==> src/hdl/acsd_regs.vh <==
`ifndef ACSD_REGS_VH
`define ACSD_REGS_VH
// register byte addresses (8-bit address port)
`define ACSD_ADDR_SCAN_CTRL 8'h10
`define ACSD_ADDR_PIN_ROLE 8'h05
`define ACSD_ADDR_MANUAL_PICK 8'h11
`define ACSD_ADDR_SCAN_MEMBER 8'h12
`define ACSD_ADDR_TEST_UNLOCK 8'hbf
`define ACSD_ADDR_TEST_CTRL 8'hc0
`define ACSD_ADDR_FORCED_LOW 8'hc1
`define ACSD_ADDR_FORCED_HIGH 8'hc2
// reset values
`define ACSD_RST_BYTE 8'h00
// field positions and masks
`define ACSD_MANUAL_ID_MASK 8'h0f
`define ACSD_TEST_CTRL_MASK 8'h11
`define ACSD_SCAN_CTRL_MASK 8'h13
`define ACSD_BIT_WALK 0
`define ACSD_BIT_VROUTE 4
`define ACSD_BIT_SCAN_GO 4
// unlock key
`define ACSD_UNLOCK_CODE 8'h96
// scan schemes
`define ACSD_SCHEME_MANUAL 2'b00
`define ACSD_SCHEME_AUTO 2'b01
`define ACSD_SCHEME_OTF 2'b10
// sequencer dwell count per channel; each channel holds for this value plus one cycles
`define ACSD_DWELL_CYCLES 8'h07
`endif

==> src/hdl/acsd_chan_diag.v <==
// Chosen here: strobed register access.
`timescale 1ns/10ps
`include "acsd_regs.vh"
module acsd_chan_diag (
  input wire mclk_i,
  input wire rst_n_i,
  input wire [7:0] addr_i,
  input wire [7:0] wdata_i,
  input wire wr_i,
  input wire rd_i,
  input wire diagnostic_gate_i,
  input wire otf_valid_i,
  input wire [2:0] otf_input_id_i,
  output reg [7:0] rdata_o,
  output reg [2:0] conv_input_id_o,
  output reg conv_input_valid_o,
  output reg [7:0] pin_role_o,
  output reg internal_test_voltage_route_o,
  output reg decision_walk_enable_o,
  output reg [15:0] forced_pattern_o,
  output reg forced_pattern_en_o
);

  // register map, every byte resets to zero:
  //   05 pin role mask, one bit per channel
  //   10 scan control: scheme in bits 1..0, scan go in bit 4, bit 3 reads the run flag
  //   11 manual pick, low nibble only
  //   12 scan membership mask
  //   bf unlock key, kept as written
  //   c0 test controls: walk in bit 0, test voltage route in bit 4
  //   c1 forced pattern bits 7..0
  //   c2 forced pattern bits 15..8
  // c0..c2 keep their value when written without the key; nothing is flagged,
  // so a host that needs to know must read back

  // host-visible register copies
  reg [7:0] manual_pick_q;
  reg [7:0] scan_member_q;
  reg [7:0] test_unlock_q;
  reg [7:0] test_ctrl_q;
  reg [7:0] forced_low_q;
  reg [7:0] forced_high_q;
  reg [7:0] scan_ctrl_q;
  reg [7:0] pin_role_q;
  // sequencer position, dwell counter and run flag
  reg [2:0] scan_pos_q;
  reg [2:0] scan_pos_d;
  reg scan_hit_d;
  reg [7:0] dwell_q;
  reg scan_run_q;
  integer k;

  // decoded control fields
  wire unlocked = (test_unlock_q == `ACSD_UNLOCK_CODE);
  wire [1:0] scheme = scan_ctrl_q[1:0];
  wire scan_go = scan_ctrl_q[`ACSD_BIT_SCAN_GO];
  wire walk_en = test_ctrl_q[`ACSD_BIT_WALK];

  // one-hot write strobe for a given address
  function wr_hit;
    input [7:0] a;
    input [7:0] target;
    input w;
    begin
      wr_hit = w && (a == target);
    end
  endfunction

  // per-register write strobes; the three diagnostic ones also need the key
  wire we_manual = wr_hit(addr_i, `ACSD_ADDR_MANUAL_PICK, wr_i);
  wire we_member = wr_hit(addr_i, `ACSD_ADDR_SCAN_MEMBER, wr_i);
  wire we_unlock = wr_hit(addr_i, `ACSD_ADDR_TEST_UNLOCK, wr_i);
  wire we_scan_ctrl = wr_hit(addr_i, `ACSD_ADDR_SCAN_CTRL, wr_i);
  wire we_pin_role = wr_hit(addr_i, `ACSD_ADDR_PIN_ROLE, wr_i);
  // a write in the same cycle as the key write still sees the old key
  wire we_test_ctrl = unlocked && wr_hit(addr_i, `ACSD_ADDR_TEST_CTRL, wr_i);
  wire we_forced_low = unlocked && wr_hit(addr_i, `ACSD_ADDR_FORCED_LOW, wr_i);
  wire we_forced_high = unlocked && wr_hit(addr_i, `ACSD_ADDR_FORCED_HIGH, wr_i);

  // manual pick; only the low nibble stores, the reserved top reads zero
  // a reserved id with bit 3 set still stores and turns the pick invalid
  always @(posedge mclk_i) begin
    if (!rst_n_i) begin
      manual_pick_q <= `ACSD_RST_BYTE;
    end else if (we_manual) begin
      manual_pick_q <= wdata_i & `ACSD_MANUAL_ID_MASK;
    end
  end

  // scan membership mask, all eight bits live
  // a change while scanning takes effect at the next step
  always @(posedge mclk_i) begin
    if (!rst_n_i) begin
      scan_member_q <= `ACSD_RST_BYTE;
    end else if (we_member) begin
      scan_member_q <= wdata_i;
    end
  end

  // unlock key, kept as written rather than self-clearing
  // so one key write opens the diagnostic block until rewritten
  always @(posedge mclk_i) begin
    if (!rst_n_i) begin
      test_unlock_q <= `ACSD_RST_BYTE;
    end else if (we_unlock) begin
      test_unlock_q <= wdata_i;
    end
  end

  // scan control; bits 4, 1 and 0 store, bit 3 is the run flag on readback
  // clearing scan go stops the sequencer at the next edge
  always @(posedge mclk_i) begin
    if (!rst_n_i) begin
      scan_ctrl_q <= `ACSD_RST_BYTE;
    end else if (we_scan_ctrl) begin
      scan_ctrl_q <= wdata_i & `ACSD_SCAN_CTRL_MASK;
    end
  end

  // pin role mask, one bit per channel, set for general-purpose i/o
  // no interlock with the manual pick; keeping it analog is the host's job
  always @(posedge mclk_i) begin
    if (!rst_n_i) begin
      pin_role_q <= `ACSD_RST_BYTE;
    end else if (we_pin_role) begin
      pin_role_q <= wdata_i;
    end
  end

  // test controls; only the walk and route bits store
  // locked writes are dropped silently
  always @(posedge mclk_i) begin
    if (!rst_n_i) begin
      test_ctrl_q <= `ACSD_RST_BYTE;
    end else if (we_test_ctrl) begin
      test_ctrl_q <= wdata_i & `ACSD_TEST_CTRL_MASK;
    end
  end

  // forced pattern low byte, behind the key
  // keeps its value while the gate is low, it only stops reaching the output
  always @(posedge mclk_i) begin
    if (!rst_n_i) begin
      forced_low_q <= `ACSD_RST_BYTE;
    end else if (we_forced_low) begin
      forced_low_q <= wdata_i;
    end
  end

  // forced pattern high byte, behind the key
  // written separately, so the two halves may briefly disagree
  always @(posedge mclk_i) begin
    if (!rst_n_i) begin
      forced_high_q <= `ACSD_RST_BYTE;
    end else if (we_forced_high) begin
      forced_high_q <= wdata_i;
    end
  end

  // read port, data valid the cycle after the strobe; unmapped reads zero
  // rdata falls back to zero when no read is pending, so the host
  // must take it in exactly that one cycle
  // scan control shows the live run flag in bit 3 rather than a stored bit
  always @(posedge mclk_i) begin
    if (!rst_n_i) begin
      rdata_o <= `ACSD_RST_BYTE;
    end else if (rd_i) begin
      case (addr_i)
        `ACSD_ADDR_MANUAL_PICK: rdata_o <= manual_pick_q;
        `ACSD_ADDR_SCAN_MEMBER: rdata_o <= scan_member_q;
        `ACSD_ADDR_TEST_UNLOCK: rdata_o <= test_unlock_q;
        `ACSD_ADDR_TEST_CTRL: rdata_o <= test_ctrl_q;
        `ACSD_ADDR_FORCED_LOW: rdata_o <= forced_low_q;
        `ACSD_ADDR_FORCED_HIGH: rdata_o <= forced_high_q;
        `ACSD_ADDR_SCAN_CTRL: rdata_o <= {scan_ctrl_q[7:4], scan_run_q, scan_ctrl_q[2:0]};
        `ACSD_ADDR_PIN_ROLE: rdata_o <= pin_role_q;
        default: rdata_o <= `ACSD_RST_BYTE;
      endcase
    end else begin
      rdata_o <= `ACSD_RST_BYTE;
    end
  end

  // next enabled member above the current position, wrapping to the lowest
  // the loop runs downwards so the nearest member wins
  // from the rewind position 7 the first pick is the lowest member
  // scan_hit_d tells whether any member is enabled at all
  // an empty mask holds the sequencer idle
  always @* begin
    scan_pos_d = scan_pos_q;
    scan_hit_d = 1'b0;
    for (k = 7; k >= 1; k = k - 1) begin
      if (scan_member_q[(scan_pos_q + k[2:0]) & 3'h7] ) begin
        scan_pos_d = scan_pos_q + k[2:0];
        scan_hit_d = 1'b1;
      end
    end
    if (!scan_hit_d && scan_member_q[scan_pos_q]) begin
      scan_hit_d = 1'b1;
    end
  end

  // automatic sequencer; dwells a fixed time per input before stepping
  // the first cycle of a run steps at once, so the lowest member is
  // offered without waiting a full dwell
  // the dwell is fixed, not tied to the converter's own cycle
  always @(posedge mclk_i) begin
    if (!rst_n_i) begin
      scan_pos_q <= 3'h7;
      dwell_q <= `ACSD_RST_BYTE;
      scan_run_q <= 1'b0;
    end else if (scheme == `ACSD_SCHEME_AUTO && scan_go && scan_hit_d) begin
      scan_run_q <= 1'b1;
      if (!scan_run_q || dwell_q == `ACSD_DWELL_CYCLES) begin
        scan_pos_q <= scan_pos_d;
        dwell_q <= `ACSD_RST_BYTE;
      end else begin
        dwell_q <= dwell_q + 8'h01;
      end
    end else begin
      // stopping rewinds so the next start begins at the lowest member
      scan_run_q <= 1'b0;
      scan_pos_q <= 3'h7;
      dwell_q <= `ACSD_RST_BYTE;
    end
  end

  // input selection per scheme; reserved scheme 11 never offers a valid pick
  // every output lags its register by one cycle
  always @(posedge mclk_i) begin
    if (!rst_n_i) begin
      conv_input_id_o <= 3'h0;
      conv_input_valid_o <= 1'b0;
    end else begin
      case (scheme)
        `ACSD_SCHEME_MANUAL: begin
          conv_input_id_o <= manual_pick_q[2:0];
          // reserved ids left to the host; only 0..7 give a valid pick
          conv_input_valid_o <= ~manual_pick_q[3];
        end
        `ACSD_SCHEME_AUTO: begin
          // the position only counts while the sequencer runs
          conv_input_id_o <= scan_pos_q;
          conv_input_valid_o <= scan_run_q;
        end
        `ACSD_SCHEME_OTF: begin
          // on-the-fly id passes straight through, one cycle late
          conv_input_id_o <= otf_input_id_i;
          conv_input_valid_o <= otf_valid_i;
        end
        default: begin
          conv_input_id_o <= 3'h0;
          conv_input_valid_o <= 1'b0;
        end
      endcase
    end
  end

  // pin roles for the pad logic
  // a scanned channel still converts if its pin is i/o; the host must avoid that
  always @(posedge mclk_i) begin
    if (!rst_n_i) begin
      pin_role_o <= `ACSD_RST_BYTE;
    end else begin
      pin_role_o <= pin_role_q;
    end
  end

  // walk mode and test voltage route
  // walk wins, so the route never disturbs a bit-walk run
  always @(posedge mclk_i) begin
    if (!rst_n_i) begin
      decision_walk_enable_o <= 1'b0;
      internal_test_voltage_route_o <= 1'b0;
    end else begin
      decision_walk_enable_o <= walk_en;
      internal_test_voltage_route_o <= test_ctrl_q[`ACSD_BIT_VROUTE] & ~walk_en;
    end
  end

  // forced pattern, zero while the gate is low
  // so a stale pattern never reaches the converter
  always @(posedge mclk_i) begin
    if (!rst_n_i) begin
      forced_pattern_en_o <= 1'b0;
      forced_pattern_o <= 16'h0000;
    end else begin
      forced_pattern_en_o <= diagnostic_gate_i;
      forced_pattern_o <= diagnostic_gate_i ? {forced_high_q, forced_low_q} : 16'h0000;
    end
  end

endmodule

==> config.mk <==
export PLATFORM = sky130hd
export DESIGN_NAME = acsd_chan_diag
export DESIGN_NICKNAME = d
export VERILOG_FILES = /design/src/hdl/acsd_chan_diag.v
export VERILOG_INCLUDE_DIRS = /design/src /design/src/hdl
export SDC_FILE = /design/constraint.sdc
export NUM_CORES = 1
export LEC_CHECK = 0
export BUFFER_PORTS_ARGS = -buffer_cell sky130_fd_sc_hd__buf_2
export CAP_MARGIN = 15
export CORE_UTILIZATION = 45
export DETAILED_ROUTE_END_ITERATION = 16
export SYNTH_ARGS = -nofsm -noshare
export SYNTH_HDL_FRONTEND = slang
export SYNTH_SLANG_ARGS = --single-unit
==> constraint.sdc <==
create_clock -name mclk_i -period 7.9 [get_ports mclk_i]
set_clock_uncertainty 0.15 [all_clocks]
set_input_delay 1.58 -clock mclk_i [delete_from_list [all_inputs] [get_ports mclk_i]]
set_output_delay 1.58 -clock mclk_i [all_outputs]
set_load 0.1 [all_outputs]
After elaboration in Yosys (flattened, before gate mapping):

Index checks and enable logic that the tools add are counted.

* memories: 0
* ROM bits: 0
* memory bits (writable): 0
* flip-flop bits (word level): 100
* output and inout port bits: 39
* latch bits: 0
* word-level logic and storage cells: 111

* add/subtract/negate cells: 8
* mux-type cells: 35
* $mul: 0
* order comparisons: 8
* bitwise gates (word level): 5
* div/mod/pow operators: 0
* reduce and logical (&&, ||, !) cells: 24
* shifts and indexed selects: 0
* equality and inequality tests: 12

Operators by type and width (number)
* 8-bit case mux with 8 select lines: 1
* 8-bit == test, second input constant: 5
* 3-bit by 4-bit less-than comparator with 1-bit output, second input constant: 8
* 1-bit binary-select mux with 3-bit select: 8
* 8-bit by 5-bit == test with 1-bit output, second input constant: 3
* 3-bit 2-to-1 mux: 7
* 1-bit 2-to-1 mux: 17
* 8-bit by 3-bit == test with 1-bit output, second input constant: 2
* 1-bit logical AND: 14
* 3-bit adder, second input constant: 4
* 3-bit case mux with 3 select lines: 1
* 8-bit by 1-bit adder with 8-bit output, second input constant: 1
* 2-bit AND reduction: 4
* 7-bit nonzero test: 1
* 3-bit by 2-bit adder with 3-bit output, second input constant: 2
* 1-bit NOT: 4
* 3-bit by 1-bit adder with 3-bit output, second input constant: 1
* 1-bit case mux with 3 select lines: 1
* 3-bit OR reduction: 1
* 2-bit by 1-bit == test with 1-bit output, second input constant: 1
* 2-bit == test, second input constant: 1
* 1-bit logical NOT: 2
* 2-bit logical NOT: 1
* 1-bit bitwise AND: 1
* 1-bit logical OR: 1

Logic depth before layout (Yosys ltp):

* depth after elaboration: 16
* mapped depth: 12
* mapped depth without buffers: 9

Worst setup path after synthesis:

Ideal clock, no wire load.

* path type: input -> register
* from: input port addr_i[7]
* to: register rdata_o[2]
* setup slack: 4.699 ns
* cell stages on the path: 6
* setup time: 0.077 ns
* buffers on the path: 2
* data arrival time: 2.975 ns
* cells stage by stage: or4b_1 -> clkbuf_1 -> nor2_1 -> buf_2 -> a21oi_1 -> a31oi_1

* longest elaborated chain between the ends: 2

Ends and longest elaborated chain
* start, declared: RTL line acsd_chan_diag.v:7 `input wire [7:0] addr_i,`
* 8-bit by 3-bit == test with 1-bit output (tied with other cells): RTL line acsd_chan_diag.v:168 `case (addr_i)`
* 8-bit case mux with 8 select lines *: RTL line acsd_chan_diag.v:168
* end signal, assigned: RTL line acsd_chan_diag.v:169 `` `ACSD_ADDR_MANUAL_PICK: rdata_o <= manual_pick_q; ``
* end signal, assigned: RTL line acsd_chan_diag.v:170 `` `ACSD_ADDR_SCAN_MEMBER: rdata_o <= scan_member_q; ``
* end signal, assigned: RTL line acsd_chan_diag.v:171 `` `ACSD_ADDR_TEST_UNLOCK: rdata_o <= test_unlock_q; ``
* end, declared: RTL line acsd_chan_diag.v:14 `output reg [7:0] rdata_o,`

Every way passes the cells marked *; elsewhere a longest branch is shown, timed or not.
A chain may end at the register's enable or synchronous reset.

Worst setup path in the final report:

* from: register scan_pos_q[0]
* to: register scan_pos_q[1]

* longest elaborated chain between the ends: 15

Ends and longest elaborated chain
* start, declared: RTL line acsd_chan_diag.v:46 `reg [2:0] scan_pos_q;`
* start signal, assigned: RTL line acsd_chan_diag.v:215 `scan_pos_q <= scan_pos_d;`
* 3-bit adder: RTL line acsd_chan_diag.v:193, acsd_chan_diag.v:194
* 1-bit binary-select mux with 3-bit select: RTL line acsd_chan_diag.v:193 `if (scan_member_q[(scan_pos_q + k[2:0]) & 3'h7] ) begin`
* 1-bit 2-to-1 mux (implied by the code): RTL line acsd_chan_diag.v:193
* 1-bit 2-to-1 mux (7 in series): RTL line acsd_chan_diag.v:193
* 1-bit logical NOT: RTL line acsd_chan_diag.v:198 `if (!scan_hit_d && scan_member_q[scan_pos_q]) begin`
* 1-bit logical AND: RTL line acsd_chan_diag.v:198
* 1-bit 2-to-1 mux: RTL line acsd_chan_diag.v:198
* 1-bit logical AND: RTL line acsd_chan_diag.v:212 `` end else if (scheme == `ACSD_SCHEME_AUTO && scan_go && scan_hit_d) begin ``
* 2-bit AND reduction (no source line)

Parallel ways exist; a longest one is shown, timed or not. The select of a mux whose other input is x is not followed.

==> impl_metrics.env <==
export IMPL_status="finished, final reports clean"
export IMPL_swShare=0.238
export IMPL_synth_top_area_frac=0.431
export IMPL_remaining_drc_errors=0
export IMPL_regArea_um2=2000
export IMPL_instances_no_fill=674
export IMPL_clk_pin_slew_worst_paths_ps=90
export IMPL_portBuffers=63
export IMPL_clock_path_buffers=2
export IMPL_ctsHoldBuffers=0
export IMPL_cp_num_buf_inv=1
export IMPL_finalSetupViolCount=0
export IMPL_drt_iter0_drc=227
export IMPL_ys_ff_latch=100
export IMPL_yosysWarnings=0
export IMPL_ir_drop_mv=0.141
export IMPL_syn_nets=513
export IMPL_p_int_w=0.000640
export IMPL_die_h_um=104
export IMPL_initial_core_util=0.470
export IMPL_nets=564
export IMPL_wl_per_cell_um=17.4
export IMPL_die_x_um=104
export IMPL_grt_antenna_before_repair=0
export IMPL_fillers=947
export IMPL_top_level_ports=64
export IMPL_grt_max_degree=83
export IMPL_max_cap_violations=0
export IMPL_hold_viol=0
export IMPL_grt_setup_unrepaired="false"
export IMPL_hpwlAfterDp_mm=8.42
export IMPL_maxSlewViolCount=0
export IMPL_multi_input_area_um2=2480
export IMPL_syn_inst=485
export IMPL_synthArstFlopShare=0
export IMPL_finalWirelength_mm=11.8
export IMPL_cts_setup_buffers=0
export IMPL_fp_dieArea_um2=10700
export IMPL_grt_pass1_vias=3510
export IMPL_grt_usage=0.225
export IMPL_dpl_cell_count=657
export IMPL_coreArea_um2=9860
export IMPL_cp_required_ps=8010
export IMPL_cp_slowest_cell="dfxtp_1"
export IMPL_cts_buffers_inserted=9
export IMPL_yosys_cell_count_top_type="dfxtp_1"
export IMPL_place_congestion=0.892
export IMPL_synth_cell_types=56
export IMPL_htreeDepth=3
export IMPL_vias=3725
export IMPL_cts_resized=0
export IMPL_critical_path_class="reg2reg"
export IMPL_pwr_share_clk=0.358
export IMPL_cp_top_family="multiplexers"
export IMPL_fin_ws_ps=4230
export IMPL_leakagePower_nw=2.03
export IMPL_antenna_cells=0
export IMPL_yosys_top_cells_area="dfxtp_1 43%, mux2i_1 8.4%, mux4_2 4.9%, nand2_1 4.8%, nor2b_1 3.8%"
export IMPL_relSlewSlack=0.444
export IMPL_clkSinkCount=100
export IMPL_grt_ovfl_total=0
export IMPL_hp_class="reg2reg"
export IMPL_power_frac_seq=0.601
export IMPL_synth_edf_count=0
export IMPL_worstSkewPairLatency_ps=380
export IMPL_drive_above_1_share=0.201
export IMPL_timing_hold_ws_ps=326
export IMPL_synthToLayoutAreaGrowth_pct=11.8
export IMPL_synth_common_cells="100 x dfxtp_1, 59 x nand2_1, 39 x mux2i_1, 28 x nor2b_1, 23 x nand3_1"
export IMPL_pwr_density_cell_nw_per_um2=162
export IMPL_tightest_slew_ps=829
export IMPL_ys_seq_area_frac=0.431
export IMPL_slowest_delay_ps=860
export IMPL_synth_top_cell_by_area="dfxtp_1"
export IMPL_cpMostUsedCell="o211ai_1"
export IMPL_fmax_mhz=272
export IMPL_synthFlopType="dfxtp_1"
export IMPL_tritoncts="done"
export IMPL_place_ws_ps=3770
export IMPL_p_comb_frac=0.041
export IMPL_via_per_inst=5.53
export IMPL_worstSetupEndpointType="register"
export IMPL_rows=36
export IMPL_grt_pass1_wl_mm=18.8
export IMPL_root_buffer="clkbuf_8"
export IMPL_netlist_area_um2=4640
export IMPL_cp_start_kind="register"
export IMPL_path_cells="inv_1 > ha_1 > mux4_2 > mux2i_1 > and2_2 > nor2_1 > or3_1 > o211ai_1 > o211ai_1"
export IMPL_avgSynthCellArea_um2=9.57
export IMPL_p_switching_w=0.000200
export IMPL_firstDrtPassIters=4
export IMPL_period_minus_slack_ps=3670
export IMPL_period_share=0.465
export IMPL_setup_tns_ps=0
export IMPL_cp_arrival_ps=3780
export IMPL_crit_fanout=18
export IMPL_antenna_left=0
## cell type report
| type | count | share of cell area |
|---|---|---|
| timing repair buffer | 65 | 0.0637 |
| clock buffer | 13 | 0.0287 |
| sequential | 100 | 0.386 |
| inverter | 9 | 0.00651 |
| clock inverter | 3 | 0.00410 |
| multi-input combinational | 351 | 0.479 |
| tap | 133 | 0.0321 |
## worst paths after layout
| path | from | end | slack [ps] | depth (start not counted) |
|---|---|---|---|---|
| worst max register to register | scan_pos_q[0] | scan_pos_q[1] | 4230 | 9 |
| worst max-delay path | scan_pos_q[0] | scan_pos_q[1] | 4230 | 9 |
| worst min register to register | dwell_q[0] | dwell_q[0] | 330 | 1 |
| worst min-delay path | dwell_q[0] | dwell_q[0] | 330 | 1 |
## placed cells by master, fill, tap and decap left out, types with 13 or more instances in the layout
master | Yosys | routed
mux2i_1 | 39 | 39
nor2b_1 | 28 | 28
and2_1 | 16 | 16
a22oi_1 | 13 | 13
buf_2 | 2 | 63
a21boi_0 | 22 | 22
nor2_1 | 20 | 20
a21oi_1 | 15 | 15
nand3_1 | 23 | 23
and3_1 | 18 | 18
dfxtp_1 | 100 | 100
nand2_1 | 59 | 59
## worst reg2reg max path: stages, from the launching register on
cell and delay (ps):
dfxtp_1 860, inv_1 110, ha_1 650, mux4_2 690
mux2i_1 240, and2_2 230, nor2_1 50, or3_1 360
o211ai_1 110, o211ai_1 100
## power groups by stage
| stage | Sequential, W | Clock, W | Combinational, W |
|---|---|---|---|
| floorplan | 0.000521 | 0 | 0.0000141 |
| global placement | 0.000517 | 0 | 0.0000338 |
| detailed placement | 0.000517 | 0 | 0.0000342 |
| CTS | 0.000505 | 0.000306 | 0.0000343 |
| global route | 0.000505 | 0.000327 | 0.0000366 |
| finish | 0.000505 | 0.000300 | 0.0000344 |
## metal layers
| layer | track usage | wire length, um | vias up |
|---|---|---|---|
| met5 | 0 | 0 | - |
| met2 | 0.360 | 5430 | 91 |
| met3 | 0.0680 | 579 | 15 |
| met1 | 0.290 | 5500 | 1787 |
| li1 | - | - | 1832 |
| met4 | 0.0745 | 246 | 0 |
## state kept, by name (all words and copies together), names as in the netlist, 4 cells and up
register,count
forced_pattern_o,16
dwell_q,8
forced_high_q,8
forced_low_q,8
pin_role_o,8
pin_role_q,8
rdata_o,8
scan_member_q,8
test_unlock_q,8
manual_pick_q,4
## stage by stage
step            util  area, um2  total power [W]
6_report       0.526       5190         0.000839
3_5_place_dp   0.508       5010         0.000551
3_3_place_gp   0.508       5010         0.000550
2_1_floorplan      -       4640         0.000535
5_1_grt        0.526       5190         0.000868
4_1_cts        0.525       5180         0.000845
## logic make-up (layout without fill, tap and decap cells)
family,count (synthesis),count (layout),synth area share
DFF,100,100,0.431
muxes,52,52,0.142
buffers and inverters,34,90,0.0329
and+or+nand+nor,196,196,0.227
adders and majority gates,3,3,0.00809
AOI/OAI and AO/OA,92,92,0.142
xor gates and xnor gates,8,8,0.0167
No activity file was read; power rests on OpenSTA's default activity.
